--- src/hw/adcsq_pkg.sv ---
// Package for the converter sequencer: register map, field positions,
// timing constants, state encoding and the state record.
// Assumes an 8-bit register port and a 40 MHz bus clock.
package adcsq_pkg;

	// ****************************************
	// Timing
	// ****************************************
	localparam int MCLK_HZ = 40_000_000;
	localparam int CONV_HZ = 2_000_000;
	localparam int CONV_TIME_NS = 14000;
	localparam int RES_BITS = 10;
	localparam int DIV = MCLK_HZ / CONV_HZ;
	localparam int CONV_CLKS = CONV_TIME_NS * (CONV_HZ / 1000) / 1_000_000;
	localparam logic [4:0] DIV_LAST = 5'(DIV - 1);
	localparam logic [4:0] DIV_HALF = 5'(DIV / 2 - 1);
	localparam logic [4:0] SAMPLE_LAST = 5'(CONV_CLKS - RES_BITS - 1);
	localparam logic [3:0] BIT_MSB = 4'(RES_BITS - 1);
	localparam logic [3:0] BIT_LSB10 = 4'h0;
	localparam logic [3:0] BIT_LSB8 = 4'h2;

	// ****************************************
	// Register map
	// ****************************************
	localparam logic [2:0] ADDR_CTRL = 3'h0;
	localparam logic [2:0] ADDR_START = 3'h1;
	localparam logic [2:0] ADDR_STS = 3'h2;
	localparam logic [2:0] ADDR_MASK = 3'h3;
	localparam logic [2:0] ADDR_RES_HI = 3'h4;
	localparam logic [2:0] ADDR_RES_LO = 3'h5;
	localparam logic [2:0] ADDR_PIN_EN = 3'h6;

	localparam int CTRL_PU = 7;
	localparam int CTRL_RES10 = 6;
	localparam int CTRL_LEFT = 5;
	localparam int CTRL_SGN = 4;
	localparam int CTRL_CONT = 3;
	localparam int STS_DONE = 0;
	localparam int STS_ABORT = 1;
	localparam int STS_BUSY = 6;
	localparam int STS_ACTIVE = 7;

	localparam logic [7:0] CTRL_RESET = 8'h00;
	localparam logic [7:0] PIN_EN_RESET = 8'h00;
	localparam logic [1:0] EV_RESET = 2'h0;

	// ****************************************
	// Types
	// ****************************************
	typedef enum logic [1:0] {
		ADCSQ_IDLE,
		ADCSQ_SAMPLE,
		ADCSQ_CONV
	} adcsq_phase_t;

	typedef struct packed {
		logic [7:0] ctrl;
		logic [2:0] chan;
		logic [7:0] pin_en;
		logic [1:0] sts;
		logic [1:0] msk;
		logic [15:0] result;
		adcsq_phase_t phase;
		logic [4:0] div;
		logic [4:0] tick;
		logic [3:0] bit_idx;
		logic [9:0] sar;
		logic conv_clk;
		logic sample;
		logic analog_en;
		logic irq;
		logic [7:0] rdata;
	} adcsq_state_t;

endpackage

--- src/hw/adcsq_core.sv ---
// Sequencer and low-power control of an eight-channel SAR converter.
// Assumes a comparator result that is valid one conversion clock after
// the trial code is driven, and a stop level from the system controller.
//
// Overview of operation
// - Stop mode gates the conversion clock and switches analog off.
// - Entering stop aborts any single or continuous conversion.
// - After stop no conversion starts itself; registers keep values.
// - Leaving stop reactivates only if power-up was set beforehand.
// - Writing power-up bit zero puts the block in power-down.
// - Power-down gates conversion clock, disables analog, keeps supply.
// - Entering power-down aborts the conversion in progress.
// - Setting power-up bit returns the block to the active state.
// - Registers stay readable and writable during power-down.
// - Power-up bit resets to zero, so reset lands in power-down.
// - A 10-bit conversion takes 14.0 us at a 2 MHz conversion clock.
// - A left-justified signed result mode is offered.
// - Each conversion end sets a done flag and may interrupt.
// - The input multiplexer selects one of eight analog channels.
// - Software chooses single or continuous conversion.
// - Each of eight shared pins is set to GPIO or analog alone.
//
// Implementation choices: strobed register access and the register addresses.
`timescale 1ns/10ps

module adcsq_core (
	input wire logic mclk,
	input wire logic rstn,
	input wire logic clk_en,
	input wire logic stop_mode,
	input wire logic [2:0] reg_addr,
	input wire logic [7:0] reg_wdata,
	input wire logic reg_wr,
	input wire logic reg_rd,
	output logic [7:0] reg_rdata,
	input wire logic cmp_in,
	output logic [9:0] dac_code,
	output logic [2:0] mux_sel,
	output logic sample_hold,
	output logic conv_clk,
	output logic analog_en,
	output logic [7:0] pin_analog,
	output logic irq
);

	// ****************************************
	// State
	// ****************************************
	adcsq_pkg::adcsq_state_t s_q;
	adcsq_pkg::adcsq_state_t s_d;

	logic active;
	logic ck;
	logic done_ev;
	logic abort_ev;
	logic wr_ctrl;
	logic wr_start;
	logic wr_sts;
	logic wr_mask;
	logic wr_pin;
	logic [1:0] clr;
	logic [3:0] lsb;
	logic [7:0] sts_rd;

	// ****************************************
	// Result formatting
	// ****************************************
	// The 8-bit result is the upper eight trial bits, so in left-justified
	// mode one shift covers both resolutions.
	function automatic logic [15:0] adcsq_format(
		input logic [9:0] sar,
		input logic [7:0] ctrl
	);
		logic [9:0] v;
		logic [15:0] r;
		v = sar;
		if (!ctrl[adcsq_pkg::CTRL_RES10]) begin
			v[1:0] = 2'h0;
		end
		if (ctrl[adcsq_pkg::CTRL_LEFT]) begin
			r = {v, 6'h00};
			// Offset binary to two's complement: flip the sign bit
			if (ctrl[adcsq_pkg::CTRL_SGN]) begin
				r[15] = ~r[15];
			end
		end else if (ctrl[adcsq_pkg::CTRL_RES10]) begin
			r = {6'h00, v};
		end else begin
			r = {8'h00, v[9:2]};
		end
		return r;
	endfunction

	// ****************************************
	// Register decode
	// ****************************************
	// Map: control, start and channel, status (done and abort are
	// write-one-to-clear, busy and active read only), mask, result
	// high and low bytes, pin select. Address 7 reads zero.
	always_comb begin
		wr_ctrl = 1'b0;
		wr_start = 1'b0;
		wr_sts = 1'b0;
		wr_mask = 1'b0;
		wr_pin = 1'b0;
		if (reg_wr) begin
			case (reg_addr)
				adcsq_pkg::ADDR_CTRL: begin
					wr_ctrl = 1'b1;
				end
				adcsq_pkg::ADDR_START: begin
					wr_start = 1'b1;
				end
				adcsq_pkg::ADDR_STS: begin
					wr_sts = 1'b1;
				end
				adcsq_pkg::ADDR_MASK: begin
					wr_mask = 1'b1;
				end
				adcsq_pkg::ADDR_PIN_EN: begin
					wr_pin = 1'b1;
				end
				default: begin
					wr_ctrl = 1'b0;
				end
			endcase
		end
	end

	// ****************************************
	// Power state and conversion tick
	// ****************************************
	// Stop overrides power-up without touching the bit, so leaving
	// stop resumes only what software had switched on
	always_comb begin
		active = s_q.ctrl[adcsq_pkg::CTRL_PU] & ~stop_mode;
		ck = active && (s_q.div == adcsq_pkg::DIV_LAST);
		lsb = s_q.ctrl[adcsq_pkg::CTRL_RES10] ?
			adcsq_pkg::BIT_LSB10 : adcsq_pkg::BIT_LSB8;
	end

	// ****************************************
	// Next state
	// ****************************************
	always_comb begin
		s_d = s_q;
		s_d.rdata = 8'h00;
		done_ev = 1'b0;
		abort_ev = 1'b0;

		// Conversion clock divider, held in reset while inactive
		if (!active) begin
			s_d.div = 5'h00;
			s_d.conv_clk = 1'b0;
		end else if (s_q.div == adcsq_pkg::DIV_LAST) begin
			s_d.div = 5'h00;
			s_d.conv_clk = 1'b1;
		end else begin
			s_d.div = s_q.div + 5'h01;
			if (s_q.div == adcsq_pkg::DIV_HALF) begin
				s_d.conv_clk = 1'b0;
			end
		end

		// Analog circuitry is off whenever the block is inactive
		s_d.analog_en = active;

		// Register writes; they are honoured in every power state
		if (wr_ctrl) begin
			s_d.ctrl = reg_wdata;
		end
		if (wr_mask) begin
			s_d.msk = reg_wdata[1:0];
		end
		if (wr_pin) begin
			s_d.pin_en = reg_wdata;
		end

		// Conversion sequence
		case (s_q.phase)
			adcsq_pkg::ADCSQ_IDLE: begin
				s_d.sample = 1'b0;
			end

			adcsq_pkg::ADCSQ_SAMPLE: begin
				if (ck) begin
					if (s_q.tick == adcsq_pkg::SAMPLE_LAST) begin
						s_d.phase = adcsq_pkg::ADCSQ_CONV;
						s_d.sample = 1'b0;
						s_d.tick = 5'h00;
						s_d.bit_idx = adcsq_pkg::BIT_MSB;
						s_d.sar = 10'h200;
					end else begin
						s_d.tick = s_q.tick + 5'h01;
					end
				end
			end

			adcsq_pkg::ADCSQ_CONV: begin
				// Sample phase plus one clock per bit gives the conversion time
				if (ck) begin
					s_d.sar[s_q.bit_idx] = cmp_in;
					if (s_q.bit_idx == lsb) begin
						done_ev = 1'b1;
						s_d.result = adcsq_format(s_d.sar, s_q.ctrl);
						if (s_q.ctrl[adcsq_pkg::CTRL_CONT]) begin
							// Continuous mode resamples the same channel
							s_d.phase = adcsq_pkg::ADCSQ_SAMPLE;
							s_d.sample = 1'b1;
							s_d.tick = 5'h00;
						end else begin
							s_d.phase = adcsq_pkg::ADCSQ_IDLE;
						end
					end else begin
						s_d.bit_idx = s_q.bit_idx - 4'h1;
						s_d.sar[s_q.bit_idx - 4'h1] = 1'b1;
					end
				end
			end

			default: begin
				s_d.phase = adcsq_pkg::ADCSQ_IDLE;
				s_d.sample = 1'b0;
			end
		endcase

		// A write to the start register selects the channel and
		// restarts the sequence; the restart is ignored while inactive
		if (wr_start) begin
			s_d.chan = reg_wdata[2:0];
			if (active) begin
				s_d.phase = adcsq_pkg::ADCSQ_SAMPLE;
				s_d.sample = 1'b1;
				s_d.tick = 5'h00;
			end
		end

		// Losing power-up or entering stop throws the conversion away.
		// Nothing restarts on its own afterwards: the phase stays idle
		// until software writes the start register again.
		if (!active && (s_q.phase != adcsq_pkg::ADCSQ_IDLE)) begin
			s_d.phase = adcsq_pkg::ADCSQ_IDLE;
			s_d.sample = 1'b0;
			s_d.tick = 5'h00;
			abort_ev = 1'b1;
		end

		// Sticky events, write one to clear; a new event beats the clear
		clr = wr_sts ? reg_wdata[1:0] : 2'h0;
		s_d.sts[adcsq_pkg::STS_DONE] = (s_q.sts[adcsq_pkg::STS_DONE]
			& ~clr[adcsq_pkg::STS_DONE]) | done_ev;
		s_d.sts[adcsq_pkg::STS_ABORT] = (s_q.sts[adcsq_pkg::STS_ABORT]
			& ~clr[adcsq_pkg::STS_ABORT]) | abort_ev;
		s_d.irq = |(s_d.sts & s_d.msk);

		// Read side, answered in the following cycle
		sts_rd = 8'h00;
		sts_rd[1:0] = s_q.sts;
		sts_rd[adcsq_pkg::STS_BUSY] = (s_q.phase != adcsq_pkg::ADCSQ_IDLE);
		sts_rd[adcsq_pkg::STS_ACTIVE] = active;
		if (reg_rd) begin
			case (reg_addr)
				adcsq_pkg::ADDR_CTRL: begin
					s_d.rdata = s_q.ctrl;
				end
				adcsq_pkg::ADDR_START: begin
					s_d.rdata = {5'h00, s_q.chan};
				end
				adcsq_pkg::ADDR_STS: begin
					s_d.rdata = sts_rd;
				end
				adcsq_pkg::ADDR_MASK: begin
					s_d.rdata = {6'h00, s_q.msk};
				end
				adcsq_pkg::ADDR_RES_HI: begin
					s_d.rdata = s_q.result[15:8];
				end
				adcsq_pkg::ADDR_RES_LO: begin
					s_d.rdata = s_q.result[7:0];
				end
				adcsq_pkg::ADDR_PIN_EN: begin
					s_d.rdata = s_q.pin_en;
				end
				default: begin
					s_d.rdata = 8'h00;
				end
			endcase
		end
	end

	// ****************************************
	// State register
	// ****************************************
	// Reset leaves power-up clear, so the block starts powered down
	always_ff @(posedge mclk or negedge rstn) begin
		if (!rstn) begin
			s_q.ctrl <= adcsq_pkg::CTRL_RESET;
			s_q.chan <= 3'h0;
			s_q.pin_en <= adcsq_pkg::PIN_EN_RESET;
			s_q.sts <= adcsq_pkg::EV_RESET;
			s_q.msk <= adcsq_pkg::EV_RESET;
			s_q.result <= 16'h0000;
			s_q.phase <= adcsq_pkg::ADCSQ_IDLE;
			s_q.div <= 5'h00;
			s_q.tick <= 5'h00;
			s_q.bit_idx <= 4'h0;
			s_q.sar <= 10'h000;
			s_q.conv_clk <= 1'b0;
			s_q.sample <= 1'b0;
			s_q.analog_en <= 1'b0;
			s_q.irq <= 1'b0;
			s_q.rdata <= 8'h00;
		end else if (clk_en) begin
			s_q <= s_d;
		end
	end

	// ****************************************
	// Outputs
	// ****************************************
	assign reg_rdata = s_q.rdata;
	assign dac_code = s_q.sar;
	assign mux_sel = s_q.chan;
	assign sample_hold = s_q.sample;
	assign conv_clk = s_q.conv_clk;
	assign analog_en = s_q.analog_en;
	assign pin_analog = s_q.pin_en;
	assign irq = s_q.irq;

endmodule

--- config.mk ---
export PLATFORM = sky130hd
export DESIGN_NAME = adcsq_core
export DESIGN_NICKNAME = d
export VERILOG_FILES = /design/src/hw/adcsq_pkg.sv /design/src/hw/adcsq_core.sv
export SDC_FILE = /design/constraint.sdc
export NUM_CORES = 1
export LEC_CHECK = 0
export BUFFER_PORTS_ARGS = -buffer_cell sky130_fd_sc_hd__clkbuf_2
export CORE_MARGIN = 3
export CORE_UTILIZATION = 66
export CTS_BUF_LIST = sky130_fd_sc_hd__clkbuf_8
export DETAILED_ROUTE_END_ITERATION = 16
export PLACE_DENSITY = 0.88
export SLEW_MARGIN = 25
export SYNTH_ARGS = -nofsm -noshare
export SYNTH_HDL_FRONTEND = slang
export SYNTH_SLANG_ARGS = --single-unit
--- constraint.sdc ---
create_clock -name mclk -period 4.4 [get_ports mclk]
set_input_delay 1.32 -clock mclk [delete_from_list [all_inputs] [get_ports mclk]]
set_output_delay 1.32 -clock mclk [all_outputs]
set_load 0.01 [all_outputs]
Word-level counts from Yosys, hierarchy flattened

Cells that the tools add are included.

Memory bits (read-only): 0
Bits of input ports: 18
Bits in latches: 0
Bits in writable memories: 0
Word-level logic and storage cells: 130
Bits in registers: 77
Memories: 0
Output and inout bits: 33

Reductions and logical operators: 17
Equal/unequal tests: 17
Div/mod/pow operators: 0
$add $sub $neg: 3
Magnitude comparators: 4
$mul: 0
Multiplexer cells: 62
Bitwise gates (word level): 11
Shift-type cells: 0

Operator list:

| operator                                            | count |
|---|---|
| case mux 8 bit (7 select lines)                     | 1 |
| 2-to-1 mux 5 bit                                    | 8 |
| 2-to-1 mux 19 bit                                   | 2 |
| case mux 19 bit (2 select lines)                    | 1 |
| 2-to-1 mux 1 bit                                    | 29 |
| 2-to-1 mux 14 bit                                   | 2 |
| 2-to-1 mux 2 bit                                    | 11 |
| 2-to-1 mux 16 bit                                   | 1 |
| adder 5 x 1 -> 5 bit, second input constant         | 2 |
| bitwise mux 10 bit                                  | 1 |
| == test 5 bit, second input constant                | 2 |
| < comparator 4 x 5 -> 1 bit, second input constant  | 2 |
| 2-to-1 mux 10 bit                                   | 1 |
| OR 10 bit                                           | 1 |
| == test 3 bit, second input constant                | 3 |
| demux 1 bit (select 4 bit)                          | 2 |
| >= comparator 4 x 1 -> 1 bit, second input constant | 2 |
| 2-to-1 mux 8 bit                                    | 1 |
| != test 2 bit, second input constant                | 4 |
| AND reduction 2 bit                                 | 4 |
| == test 3 x 2 -> 1 bit, second input constant       | 2 |
| case mux 2 bit (3 select lines)                     | 1 |
| AND reduction 6 bit                                 | 1 |
| == test 5 x 4 -> 1 bit, second input constant       | 1 |
| other kinds (19)                                    | 29 |

Depth between registers and ports, before layout

Gate-level depths: netlist of run 1.

Word-level depth: 12
Depth in mapped cells: 8
Mapped depth without buffers: 7

Least setup slack after synthesis of run 1

OpenSTA, ideal clock, no wires.

Kind: input-to-reg
Start: in reg_addr[0]
End: reg s_q[36] in the netlist's numbering
Stages on the path: 7
Library setup time: 143 ps
Data required time: 4257 ps
Path buffers: 2
Slack: 1751 ps
Data arrival time: 2506 ps
Cell sequence: buf_2 nor2b_1 and3_1 buf_2 a2111oi_0 a21o_1 a22oi_1

Cells in the longest elaborated chain, start to end: 5

RTL lines:

| item                   | line              | source |
|---|---|---|
| start, declared        | adcsq_core.sv:31  | `input wire logic [2:0] reg_addr,` |
| == test 3 x 1 -> 1 bit | adcsq_core.sv:107 | `case (reg_addr)` |
| 2-to-1 mux 1 bit       | adcsq_core.sv:107 |  |
| 2-to-1 mux 1 bit       | adcsq_core.sv:106 | `if (reg_wr) begin` |
| 2-to-1 mux 2 bit       | adcsq_core.sv:229 | `if (wr_start) begin` |
| 2-to-1 mux 2 bit       | adcsq_core.sv:241 | `if (!active && (s_q.phase != adcsq_pkg::ADCSQ_IDLE)) begin` |
| end, declared          | adcsq_core.sv:49  | `adcsq_pkg::adcsq_state_t s_q;` |

No other way between the ends.
A chain may end at the register's enable or synchronous reset.

Worst setup path in the final report of run 1

Start: in stop_mode
End: reg s_q[45] in the netlist's numbering

Cells in the longest elaborated chain, start to end: 4

RTL lines:

| item                                 | line              | source |
|---|---|---|
| start, declared                      | adcsq_core.sv:30  | `input wire logic stop_mode,` |
| NOT 1 bit                            | adcsq_core.sv:136 | `active = s_q.ctrl[adcsq_pkg::CTRL_PU] & ~stop_mode;` |
| AND 1 bit                            | adcsq_core.sv:136 |  |
| logical AND 1 bit                    | adcsq_core.sv:137 | `ck = active && (s_q.div == adcsq_pkg::DIV_LAST);` |
| AND reduction 4 bit (no source line) | --                |  |

No other way between the ends.

==> metrics.txt, run 1 <==
share of the clock period used by the worst path=65.60%; Hold Path Sink=s_q[39]; placed wire-length estimate=about 7700 um; post-CTS setup buffer count=0; GR Overflow Total=0; vias in the first global route=3,759; ANT cells=0; Synth Register Bits=77; clock-pin slew on the worst setup and hold paths=about 0.080 ns; Post-synth EDFFs=0; GR met1 Demand/Resource=a little under two fifths; Detailed Routing Iterations Pass 1=5; IO Pins=51; number of fill cells in the layout=around 460; RSZ-0062 raised after global routing=no; clk_lat worst skew=~0.35 ns; Post-CTS Hold Buffers=0; Period minus WS final=2.886 ns; register area share after synthesis=a little over 40%; Total GRT Usage=27.36%; share of layout cells above drive strength 1=a little under a quarter; power per cell area=around 350 mW/mm^2; FFs w/ async S/R, synth=100.0%; R2R setup slack=about 2.1 ns; Most used DFF post-synth=dfrtp_1; status=complete, no violations; die area=between 0.008 and 0.009 sq mm; Leak=approximately 2.2 nW; clock buffers created by TritonCTS=9; Hold WS=around 0.49 ns; Fin. Hold Viols=0; clk_skew=between 0.007 and 0.008 ns; overall routed net length=10,950 um; Initial Util=69.16%; core area=slightly below 0.007 sq mm; syn nets=between 500 and 600; Clock Path Buffers=2; CP startpoint kind=input port; fin. max-slew vios=0; synthesized area per cell=~10 sq um; Crit Path Class=in2reg; critical path arrival=about 3.1 ns; Sequential Power Share=47.3%; number of core rows=30; 1st-iter DRT viols=~420; Final Setup Violations=0; Antenna Nets Post-Route=0; Rel. slew slack=roughly 50%; switching pwr=slightly below 0.0005 W; Root Driver=clkbuf_8; via count=around 3,900; gp weighted congestion=between 0.9 and 1; fmax=~0.35 GHz; Finished Cell Area=about 0.0050 sq mm; first-pass GRT wire length=around 18,000 um; Min-Delay Path Class=reg2reg; Hold Path Stages=2; Layout Nets=517; routed length per placed instance=about 19 um; via density per instance=approximately 6.6; worst slew pin tran=roughly 0.73 ns; Sink Count=77; grt met3 use=roughly 6.4%; port bufs=50; post-CTS resize count=0; die extent in x=90.84 um; Required @ worst endpoint=4.64 ns; Setup TNS Final=0 ns; reg2reg path depth=5; DRC Markers=0; Max VDD drop=approximately 0.00019 V; global-route met2 utilization=~44%; post-synthesis cell area=0.004751 sq mm; Die Ht=about 91 um; gr busiest metal=met2; CTS tree=done; switching portion of total power=between 20% and 30%; Synth Instances=480; Yosys Warn Count=0; RR Startpoint=s_q[76]; clock share of power=a little under two fifths; H-tree Lvls=3; crit-path max FO=10; Unique masters post-synth=60; Placement Cell Area=between 0.004 and 0.005 sq mm; Worst R2R End=s_q[45]; worst min-delay path startpoint=s_q[39]; crit end category=flop; Comb pwr share=between 10% and 20%; pin count of the biggest net entering global routing=between 70 and 80; synth-to-layout area growth=6.137%; MaxCap Viol Count=0; P_int=~0.0013 W; initial antenna violation count=0
[cell families (layout without fill, tap and decap cells)]
kind of cell / after synthesis / count (layout) / synth area share [%]
AND/OR/NAND/NOR: 134 / 134 / 15.72
AO/OA/AOI/OAI: 128 / 128 / 18.80
flip-flops: 77 / 77 / 40.56
buffers and inverters: 72 / 82 / 8.217
multiplexers: 53 / 53 / 12.48
adder cells (fa/ha/maj): 14 / 14 / 3.687
XOR/XNOR: 2 / 2 / 0.5269
[per-stage QoR]
stage          total power, W  cells  utilization [%]  worst slack, ns
2_1_floorplan        0.001036    480                -            1.751
3_3_place_gp         0.001085    570            69.78            1.238
3_5_place_dp         0.001097    570            69.78            1.183
4_1_cts              0.001746    586            73.35            1.548
5_1_grt              0.001822    586            73.41            1.343
6_report             0.001750    586            73.41            1.514
[worst max path at each step]
stage / startpoint / to / slack (ns) / depth (start not counted)
6_report: stop_mode / s_q[45] / 1.51 / 6
5_1_grt: clk_en / s_q[24] / 1.34 / 6
4_1_cts: clk_en / s_q[24] / 1.55 / 6
3_5_place_dp: clk_en / s_q[24] / 1.18 / 6
3_3_place_gp: clk_en / s_q[24] / 1.24 / 6
2_1_floorplan: reg_addr[0] / s_q[36] / 1.75 / 7
[sequential cells by signal (all words and copies together), names as in the netlist, 3 cells and up]
register	cells
s_q	44
dac_code	10
pin_analog	8
reg_rdata	8
mux_sel	3
[Yosys cell counts, drive strengths merged (5+ instances only)]
master | n | area share, %
mux2 | 30 | 7.1
dfrtp | 77 | 41
a22oi | 5 | 0.79
a21oi | 16 | 1.7
o2bb2ai | 9 | 1.7
nor3 | 6 | 0.63
o21ai | 36 | 3.9
buf | 40 | 5.7
nand3 | 13 | 1.4
nand2 | 50 | 4.0
nor4 | 5 | 1.3
nor2b | 7 | 0.92
a22o | 12 | 2.2
a41oi | 5 | 0.92
ha | 14 | 3.7
nor2 | 21 | 2.0
o31ai | 15 | 2.4
nand4 | 7 | 1.2
inv | 16 | 1.3
mux2i | 21 | 4.4
clkbuf | 16 | 1.3
[area by class of cell]
| type | count | area (sq um) | area share, % |
|---|---|---|---|
| multi-input combinational | 331 | 2434 | 48.26 |
| clock buffer | 9 | 123.9 | 2.457 |
| timing repair buffer | 50 | 256.5 | 5.087 |
| tap | 96 | 120.1 | 2.382 |
| clock inverter | 7 | 121.4 | 2.407 |
| sequential | 77 | 1927 | 38.21 |
| inverter | 16 | 60.06 | 1.191 |
[cells in the final DEF (no fill, tap or decap), types with 6 or more instances in the layout]
| cell type | n |
|---|---|
| dfrtp_1 | 77 |
| nand2_1 | 50 |
| clkbuf_2 | 49 |
| o21ai_0 | 35 |
| mux2_2 | 30 |
| mux2i_1 | 21 |
| nor2_1 | 19 |
| a21oi_1 | 16 |
| inv_1 | 15 |
| o31ai_1 | 15 |
| ha_1 | 14 |
| nand3_1 | 13 |
| a22o_1 | 12 |
| o2bb2ai_1 | 9 |
| clkbuf_8 | 9 |
| nor2b_1 | 7 |
| nand4_1 | 6 |
| nor3_1 | 6 |
[per-layer routing]
metal,vias up,share of wire (%)
li1,1747,-
met1,1901,43
met2,192,49
met3,24,6.8
met4,0,1.6
met5,-,0
[power by group through the flow]
stage | clock network, W | logic (W) | registers [W]
2_1_floorplan | 0 | 0.000231 | 0.000806
3_3_place_gp | 0 | 0.000249 | 0.000835
3_5_place_dp | 0 | 0.000258 | 0.000838
4_1_cts | 0.000660 | 0.000261 | 0.000825
5_1_grt | 0.000700 | 0.000287 | 0.000834
6_report | 0.000660 | 0.000262 | 0.000828
[worst max-delay path, cell delays in order]
cell,delay (ns)
clkbuf_2,0.09
nor2b_1,0.57
nand2_1,0.32
nor4_4,0.41
o21ai_0,0.21
o22a_1,0.19
Power figures use the tool's default switching activity.
==> inputs of run 2 (changes only) <==
--- a/config.mk
+++ b/config.mk
@@ -5,12 +5,13 @@
 export SDC_FILE = /design/constraint.sdc
 export NUM_CORES = 1
 export LEC_CHECK = 0
+export ABC_AREA = 1
 export BUFFER_PORTS_ARGS = -buffer_cell sky130_fd_sc_hd__clkbuf_2
 export CORE_MARGIN = 3
-export CORE_UTILIZATION = 66
+export CORE_UTILIZATION = 55
 export CTS_BUF_LIST = sky130_fd_sc_hd__clkbuf_8
 export DETAILED_ROUTE_END_ITERATION = 16
-export PLACE_DENSITY = 0.88
+export PLACE_DENSITY = 0.78
 export SLEW_MARGIN = 25
 export SYNTH_ARGS = -nofsm -noshare
 export SYNTH_HDL_FRONTEND = slang
==> constraint.sdc (replaced) <==
create_clock -name mclk -period 2.6 [get_ports mclk]
set_input_delay 0.78 -clock mclk [delete_from_list [all_inputs] [get_ports mclk]]
set_output_delay 0.78 -clock mclk [all_outputs]
set_load 0.01 [all_outputs]
==> metrics.txt, run 2 <==
synth-to-layout area growth=8.228% (was 6.137%); top-count cell post-synth=nand2_1 (was dfrtp_1); vias in the first global route=3,982 (was 3,759); placed wire-length estimate=8545 um (was 7651 um); Yosys Warn Count=0 (unchanged); Post-synth EDFFs=0 (unchanged); Overall Power=0.003483 W (was 0.001750 W); Most used DFF post-synth=dfrtp_1 (unchanged); first-pass GRT wire length=19,170 um (was 18,440 um); routed length per placed instance=15.38 um (was 18.69 um); Die Ht=98.73 um (was 90.84 um); number of core rows=33 (was 30); gp weighted congestion=0.9497 (was 0.9761); Final Setup Violations=0 (unchanged); syn nets=632 (was 512); port bufs=50 (unchanged); initial antenna violation count=0 (unchanged); Max VDD drop=0.0003386 V (was 0.0001884 V); crit-path max FO=6 (was 10); IO Pins=51 (unchanged); Total GRT Usage=24.36% (was 27.36%); FFs w/ async S/R, synth=100.0% (unchanged); status=complete, no violations (unchanged); CP startpoint kind=flop (was input port); 1st-iter DRT viols=206 (was 418); Antenna Nets Post-Route=0 (unchanged); Worst path max stage delay=0.51 ns (was 0.57 ns); MaxCap Viol Count=0 (unchanged); Period minus WS final=2.078 ns; CP cell instances=inv_1 > ha_1 > nand3_1 > o21ai_0 > inv_1 > a31oi_1 > o21ai_1 (was clkbuf_2 > nor2b_1 > nand2_1 > nor4_4 > o21ai_0 > o22a_1); Post-CTS Hold Buffers=0 (unchanged); slowest cell on the critical path=o21ai_0 (was nor2b_1); number of flip-flops in the largest register=44 (unchanged); post-CTS setup buffer count=0 (unchanged); DP Worst Slack=0.3739 ns (was 1.183 ns); crit end category=flop (unchanged); Largest Register=s_q (unchanged); Setup TNS Final=0 ns (unchanged); CTS tree=done (unchanged); Root Driver=clkbuf_8 (unchanged); via density per instance=5.608 (was 6.594); DRC Markers=0 (unchanged); Synth Register Bits=77 (unchanged); clk_skew=0.01074 ns (was 0.007024 ns); Area contributors post-synth=dfrtp_1 41%, nand2_1 12%, inv_1 6.7% (was dfrtp_1 41%, mux2_2 7.1%, buf_4 4.6%); Post-synth top cells=155 x nand2_1, 84 x inv_1, 77 x dfrtp_1 (was 77 x dfrtp_1, 50 x nand2_1, 35 x o21ai_0); GR Overflow Total=0 (unchanged); Leak=2.661 nW (was 2.223 nW); Required @ worst endpoint=2.85 ns (was 4.64 ns); clk_lat worst skew=0.36 ns (was 0.35 ns); Rel. slew slack=55.13% (was 51.11%); Detailed Routing Iterations Pass 1=5 (unchanged); Crit Path Class=reg2reg (was in2reg); via count=4,139 (was 3,864); worst setup margin=0.5216 ns (was 1.514 ns); synthesized area per cell=7.883 sq um (was 9.898 sq um); worst slew pin tran=0.6660 ns (was 0.7319 ns); pin count of the biggest net entering global routing=50 (was 78); share of the clock period used by the worst path=approximately 80%; Layout Nets=660 (was 517); Initial Util=56.99% (was 69.16%); largest area contributor in the netlist=dfrtp_1 (unchanged); die area=0.009748 sq mm (was 0.008252 sq mm); Final Util=61.68% (was 73.41%); register area share after synthesis=40.74% (was 40.56%); Fin. Hold Viols=0 (unchanged); power per cell area=680.4 mW/mm^2 (was 347.1 mW/mm^2); Synth Instances=600 (was 480); Unique masters post-synth=43 (was 60); fin. max-slew vios=0 (unchanged); ANT cells=0 (unchanged); clock buffers created by TritonCTS=9 (unchanged); CP dominant cell by count=inv_1; die extent in x=98.73 um (was 90.84 um); RSZ-0062 raised after global routing=no (unchanged); Clock Path Buffers=2 (unchanged); commonest non-fill, non-tap cell in the layout=nand2_1 (was dfrtp_1); most frequent cells in the layout=155 x nand2_1, 85 x inv_1, 77 x dfrtp_1 (was 77 x dfrtp_1, 50 x nand2_1, 49 x clkbuf_2); core area=0.008299 sq mm (was 0.006869 sq mm); H-tree Lvls=3 (unchanged); post-synthesis cell area=0.004730 sq mm (was 0.004751 sq mm); overall routed net length=11,350 um (was 10,950 um); critical path arrival=2.33 ns (was 3.13 ns); Sink Count=77 (unchanged); fmax=a little under 0.5 GHz; share of layout cells above drive strength 1=17.69% (was 23.27%); clock-pin slew on the worst setup and hold paths=0.09 ns (was 0.08 ns); Min-Delay Path Class=in2async (was reg2reg); top cell type's share of synthesized area=40.74% (was 40.56%); post-CTS resize count=0 (unchanged)
[run 2: final cells by class]
type | count | area, sq um
clock inverter | 7 | 97.59
sequential | 77 | 1927
inverter | 89 | 336.6
clock buffer | 9 | 123.9
tap | 105 | 131.4
multi-input combinational | 395 | 2192
fill | 720 | 3181
timing repair buffer | 56 | 310.3
[run 2: stage by stage]
stage / instances / area [sq um] / hold slack [ns]
floorplan: 600 / 4730 / 0.4492
global placement: 722 / 4897 / 0.4634
detailed placement: 722 / 4897 / 0.4706
CTS: 738 / 5119 / 0.3445
global route: 738 / 5119 / 0.3651
finish: 738 / 5119 / 0.3393
[run 2: critical path: cells and delay by family (launching register included)]
family | cells | cell delay, ns
compound gates | 3 | 0.78
flops | 1 | 0.45
fa+ha+maj | 1 | 0.34
buf+inv | 2 | 0.28
simple gates | 1 | 0.13
[run 2: cells by family (layout without fill, tap and decap cells)]
logic type               after synthesis  count (layout)  synth area share (%)
AND/OR/NAND/NOR                      245             245                 25.34
flip-flops                            77              77                 40.74
AO/OA/AOI/OAI                        129             129                 15.90
adder cells (fa/ha/maj)               14              14                 3.704
XOR/XNOR                               5               5                0.9261
buffers and inverters                128             161                 12.91
multiplexers                           2               2                0.4762
[run 2: metal layers]
layer	global-route usage (%)	routed length, um
met1	33.46	4904
met2	38.59	5397
met3	4.176	739
met4	9.664	308
met5	0	0
[run 2: worst paths after layout]
path,from,endpoint,slack [ns],depth (start not counted)
setup / recovery,s_q[22],dac_code[4],0.52,7
hold reg to reg,reg_rdata[6],reg_rdata[6],0.49,2
hold / removal,rstn,dac_code[0],0.34,1
min in group mclk,reg_rdata[6],reg_rdata[6],0.49,2
max in group asynchronous,rstn,s_q[52],1.68,2
setup reg to reg,s_q[22],dac_code[4],0.52,7
[run 2: power by group]
| part | internal [W] | switching, W |
|---|---|---|
| registers | 0.00135 | 0.000152 |
| logic | 0.000321 | 0.000621 |
| clock network | 0.000546 | 0.000494 |
==> inputs of run 3 (changes only) <==
--- a/config.mk
+++ b/config.mk
@@ -8,10 +8,10 @@
 export ABC_AREA = 1
 export BUFFER_PORTS_ARGS = -buffer_cell sky130_fd_sc_hd__clkbuf_2
 export CORE_MARGIN = 3
-export CORE_UTILIZATION = 55
+export CORE_UTILIZATION = 61
 export CTS_BUF_LIST = sky130_fd_sc_hd__clkbuf_8
 export DETAILED_ROUTE_END_ITERATION = 16
-export PLACE_DENSITY = 0.78
+export PLACE_DENSITY = 0.82
 export SLEW_MARGIN = 25
 export SYNTH_ARGS = -nofsm -noshare
 export SYNTH_HDL_FRONTEND = slang
==> constraint.sdc (replaced) <==
create_clock -name mclk -period 2.01 [get_ports mclk]
set_input_delay 0.603 -clock mclk [delete_from_list [all_inputs] [get_ports mclk]]
set_output_delay 0.603 -clock mclk [all_outputs]
set_load 0.01 [all_outputs]
==> metrics.txt, run 3 (same netlist as run 2, synthesis figures left out) <==
status=complete, no violations (unchanged); Min-Delay Path Class=in2async (unchanged); crit-path max FO=10 (was 6); Crit Path Class=reg2reg (unchanged); clock-pin slew on the worst setup and hold paths=0.09 ns (about the same); Worst path max stage delay=0.42 ns (was 0.51 ns); critical path arrival=2.13 ns (was 2.33 ns); Die Ht=94.06 um (was 98.73 um); CP startpoint kind=flop (unchanged); die extent in x=94.06 um (was 98.73 um); first-pass GRT wire length=19,070 um (was 19,170 um); IO Pins=51 (unchanged); GR Overflow Total=0 (unchanged); number of fill cells in the layout=580 (was 720); Clock Path Buffers=2 (unchanged); share of layout cells above drive strength 1=20.49% (was 17.69%); number of core rows=31 (was 33); commonest non-fill, non-tap cell in the layout=nand2_1 (unchanged); CTS tree=done (unchanged); via count=4,290 (was 4,139); fin. max-slew vios=0 (unchanged); Leak=2.756 nW (was 2.661 nW); Largest Register=s_q (unchanged); Max VDD drop=0.0004529 V (was 0.0003386 V); most frequent cells in the layout=155 x nand2_1, 84 x inv_1, 77 x dfrtp_1 (was 155 x nand2_1, 85 x inv_1, 77 x dfrtp_1); clock buffers created by TritonCTS=9 (unchanged); Overall Power=0.004612 W (was 0.003483 W); H-tree Lvls=3 (unchanged); CP dominant cell by count=nand2_1 (was inv_1); synth-to-layout area growth=11.61% (was 8.228%); Final Setup Violations=0 (unchanged); Root Driver=clkbuf_8 (unchanged); overall routed net length=11,550 um (was 11,350 um); Detailed Routing Iterations Pass 1=5 (unchanged); initial antenna violation count=0 (unchanged); Initial Util=64.18% (was 56.99%); Layout Nets=677 (was 660); Period minus WS final=1.889 ns (was 2.078 ns); DRC Markers=0 (unchanged); vias in the first global route=4,123 (was 3,982); Required @ worst endpoint=2.25 ns (was 2.85 ns); share of the clock period used by the worst path=93.99% (was 79.94%); register area=0.001927 sq mm (unchanged); worst slew pin tran=0.5429 ns (was 0.6660 ns); crit end category=flop (unchanged); Worst Path Buf+Inv=3 (was 2); number of flip-flops in the largest register=44 (unchanged); Total GRT Usage=27.61% (was 24.36%); port bufs=50 (unchanged); power per cell area=873.7 mW/mm^2 (was 680.4 mW/mm^2); ANT cells=0 (unchanged); fmax=0.5293 GHz (was 0.4812 GHz); slowest cell on the critical path=dfrtp_1 (was o21ai_0); Sink Count=77 (unchanged); pin count of the biggest net entering global routing=34 (was 50); Antenna Nets Post-Route=0 (unchanged); multi-input logic area=0.002205 sq mm (was 0.002192 sq mm); MaxCap Viol Count=0 (unchanged); CP cell instances=ha_2 > nand2_1 > inv_1 > nand3_4 > buf_12 > nor2_8 > nand2_4 > nor2_8 > inv_2 > nand2_1 > nand2_1 (was inv_1 > ha_1 > nand3_1 > o21ai_0 > inv_1 > a31oi_1 > o21ai_1); RSZ-0062 raised after global routing=no (unchanged); 1st-iter DRT viols=235 (was 206); clk_lat worst skew=0.35 ns (was 0.36 ns); placed wire-length estimate=8767 um (was 8545 um); CP top delay family=simple AND/OR/NAND/NOR gates (was compound AO/OA/AOI/OAI gates); Fin. Hold Viols=0 (unchanged); Setup TNS Final=0 ns (unchanged); via density per instance=5.735 (was 5.608); core area=0.007370 sq mm (was 0.008299 sq mm); die area=0.008846 sq mm (was 0.009748 sq mm); Rel. slew slack=63.42% (was 55.13%); clk_skew=0.01117 ns (was 0.01074 ns); gp weighted congestion=0.9811 (was 0.9497); routed length per placed instance=15.44 um (was 15.38 um)
[run 3: changes by cell type in the layout (fill, tap and decap cells not counted), moves of 2 or more]
cell	before	now
ha_2	0	3
inv_6	2	0
ha_1	14	11
buf_4	6	22
[run 3: layout make-up]
cell class	instances	share of cell area [%]
Sequential cell	77	36.50
Timing Repair Buffer	73	8.533
Clock buffer	9	2.347
Inverter	89	6.376
Multi-Input combinational cell	395	41.76
Tap cell	99	2.347
Clock inverter	6	2.133
[run 3: layer usage]
metal / wire [um] / global-route usage, %
met5: 0 / 0
met3: 760 / 4.487
met4: 388 / 12.64
met2: 5479 / 45.83
met1: 4919 / 35.31
[run 3: what timing repair did]
item,CTS,global route
endpoints found under the setup margin,0,7
endpoints found under the hold margin,0,0
buffers inserted,0,1
gates resized for setup,0,4
hold buffers,0,0
[run 3: path summary, 6_finish.rpt]
kind | from | end | slack, ns | cells after the start
max in group asynchronous | rstn | s_q[29] | 1.26 | 2
setup reg to reg | s_q[31] | s_q[47] | 0.12 | 11
min in group mclk | reg_wdata[2] | pin_analog[2] | 0.48 | 3
setup / recovery | s_q[31] | s_q[47] | 0.12 | 11
hold / removal | rstn | dac_code[3] | 0.16 | 1
hold reg to reg | reg_rdata[2] | reg_rdata[2] | 0.49 | 2
[run 3: per-stage QoR]
step	hold WS (ns)	cell area, sq um	util (%)	worst slack, ns	cells
5_1_grt	0.1813	5279	71.63	0.002654	748
6_report	0.1636	5279	71.63	0.1207	748
3_3_place_gp	0.4641	5010	67.98	0.1266	732
2_1_floorplan	0.3074	4730	-	0.3596	600
3_5_place_dp	0.4728	5010	67.98	0.1056	732
4_1_cts	0.1677	5246	71.19	0.1446	747
[run 3: power breakdown]
group / total [W] / internal (W) / switching (W)
logic: 0.00125 / 0.000442 / 0.000810
clock network: 0.00142 / 0.000820 / 0.000597
registers: 0.00194 / 0.00175 / 0.000198
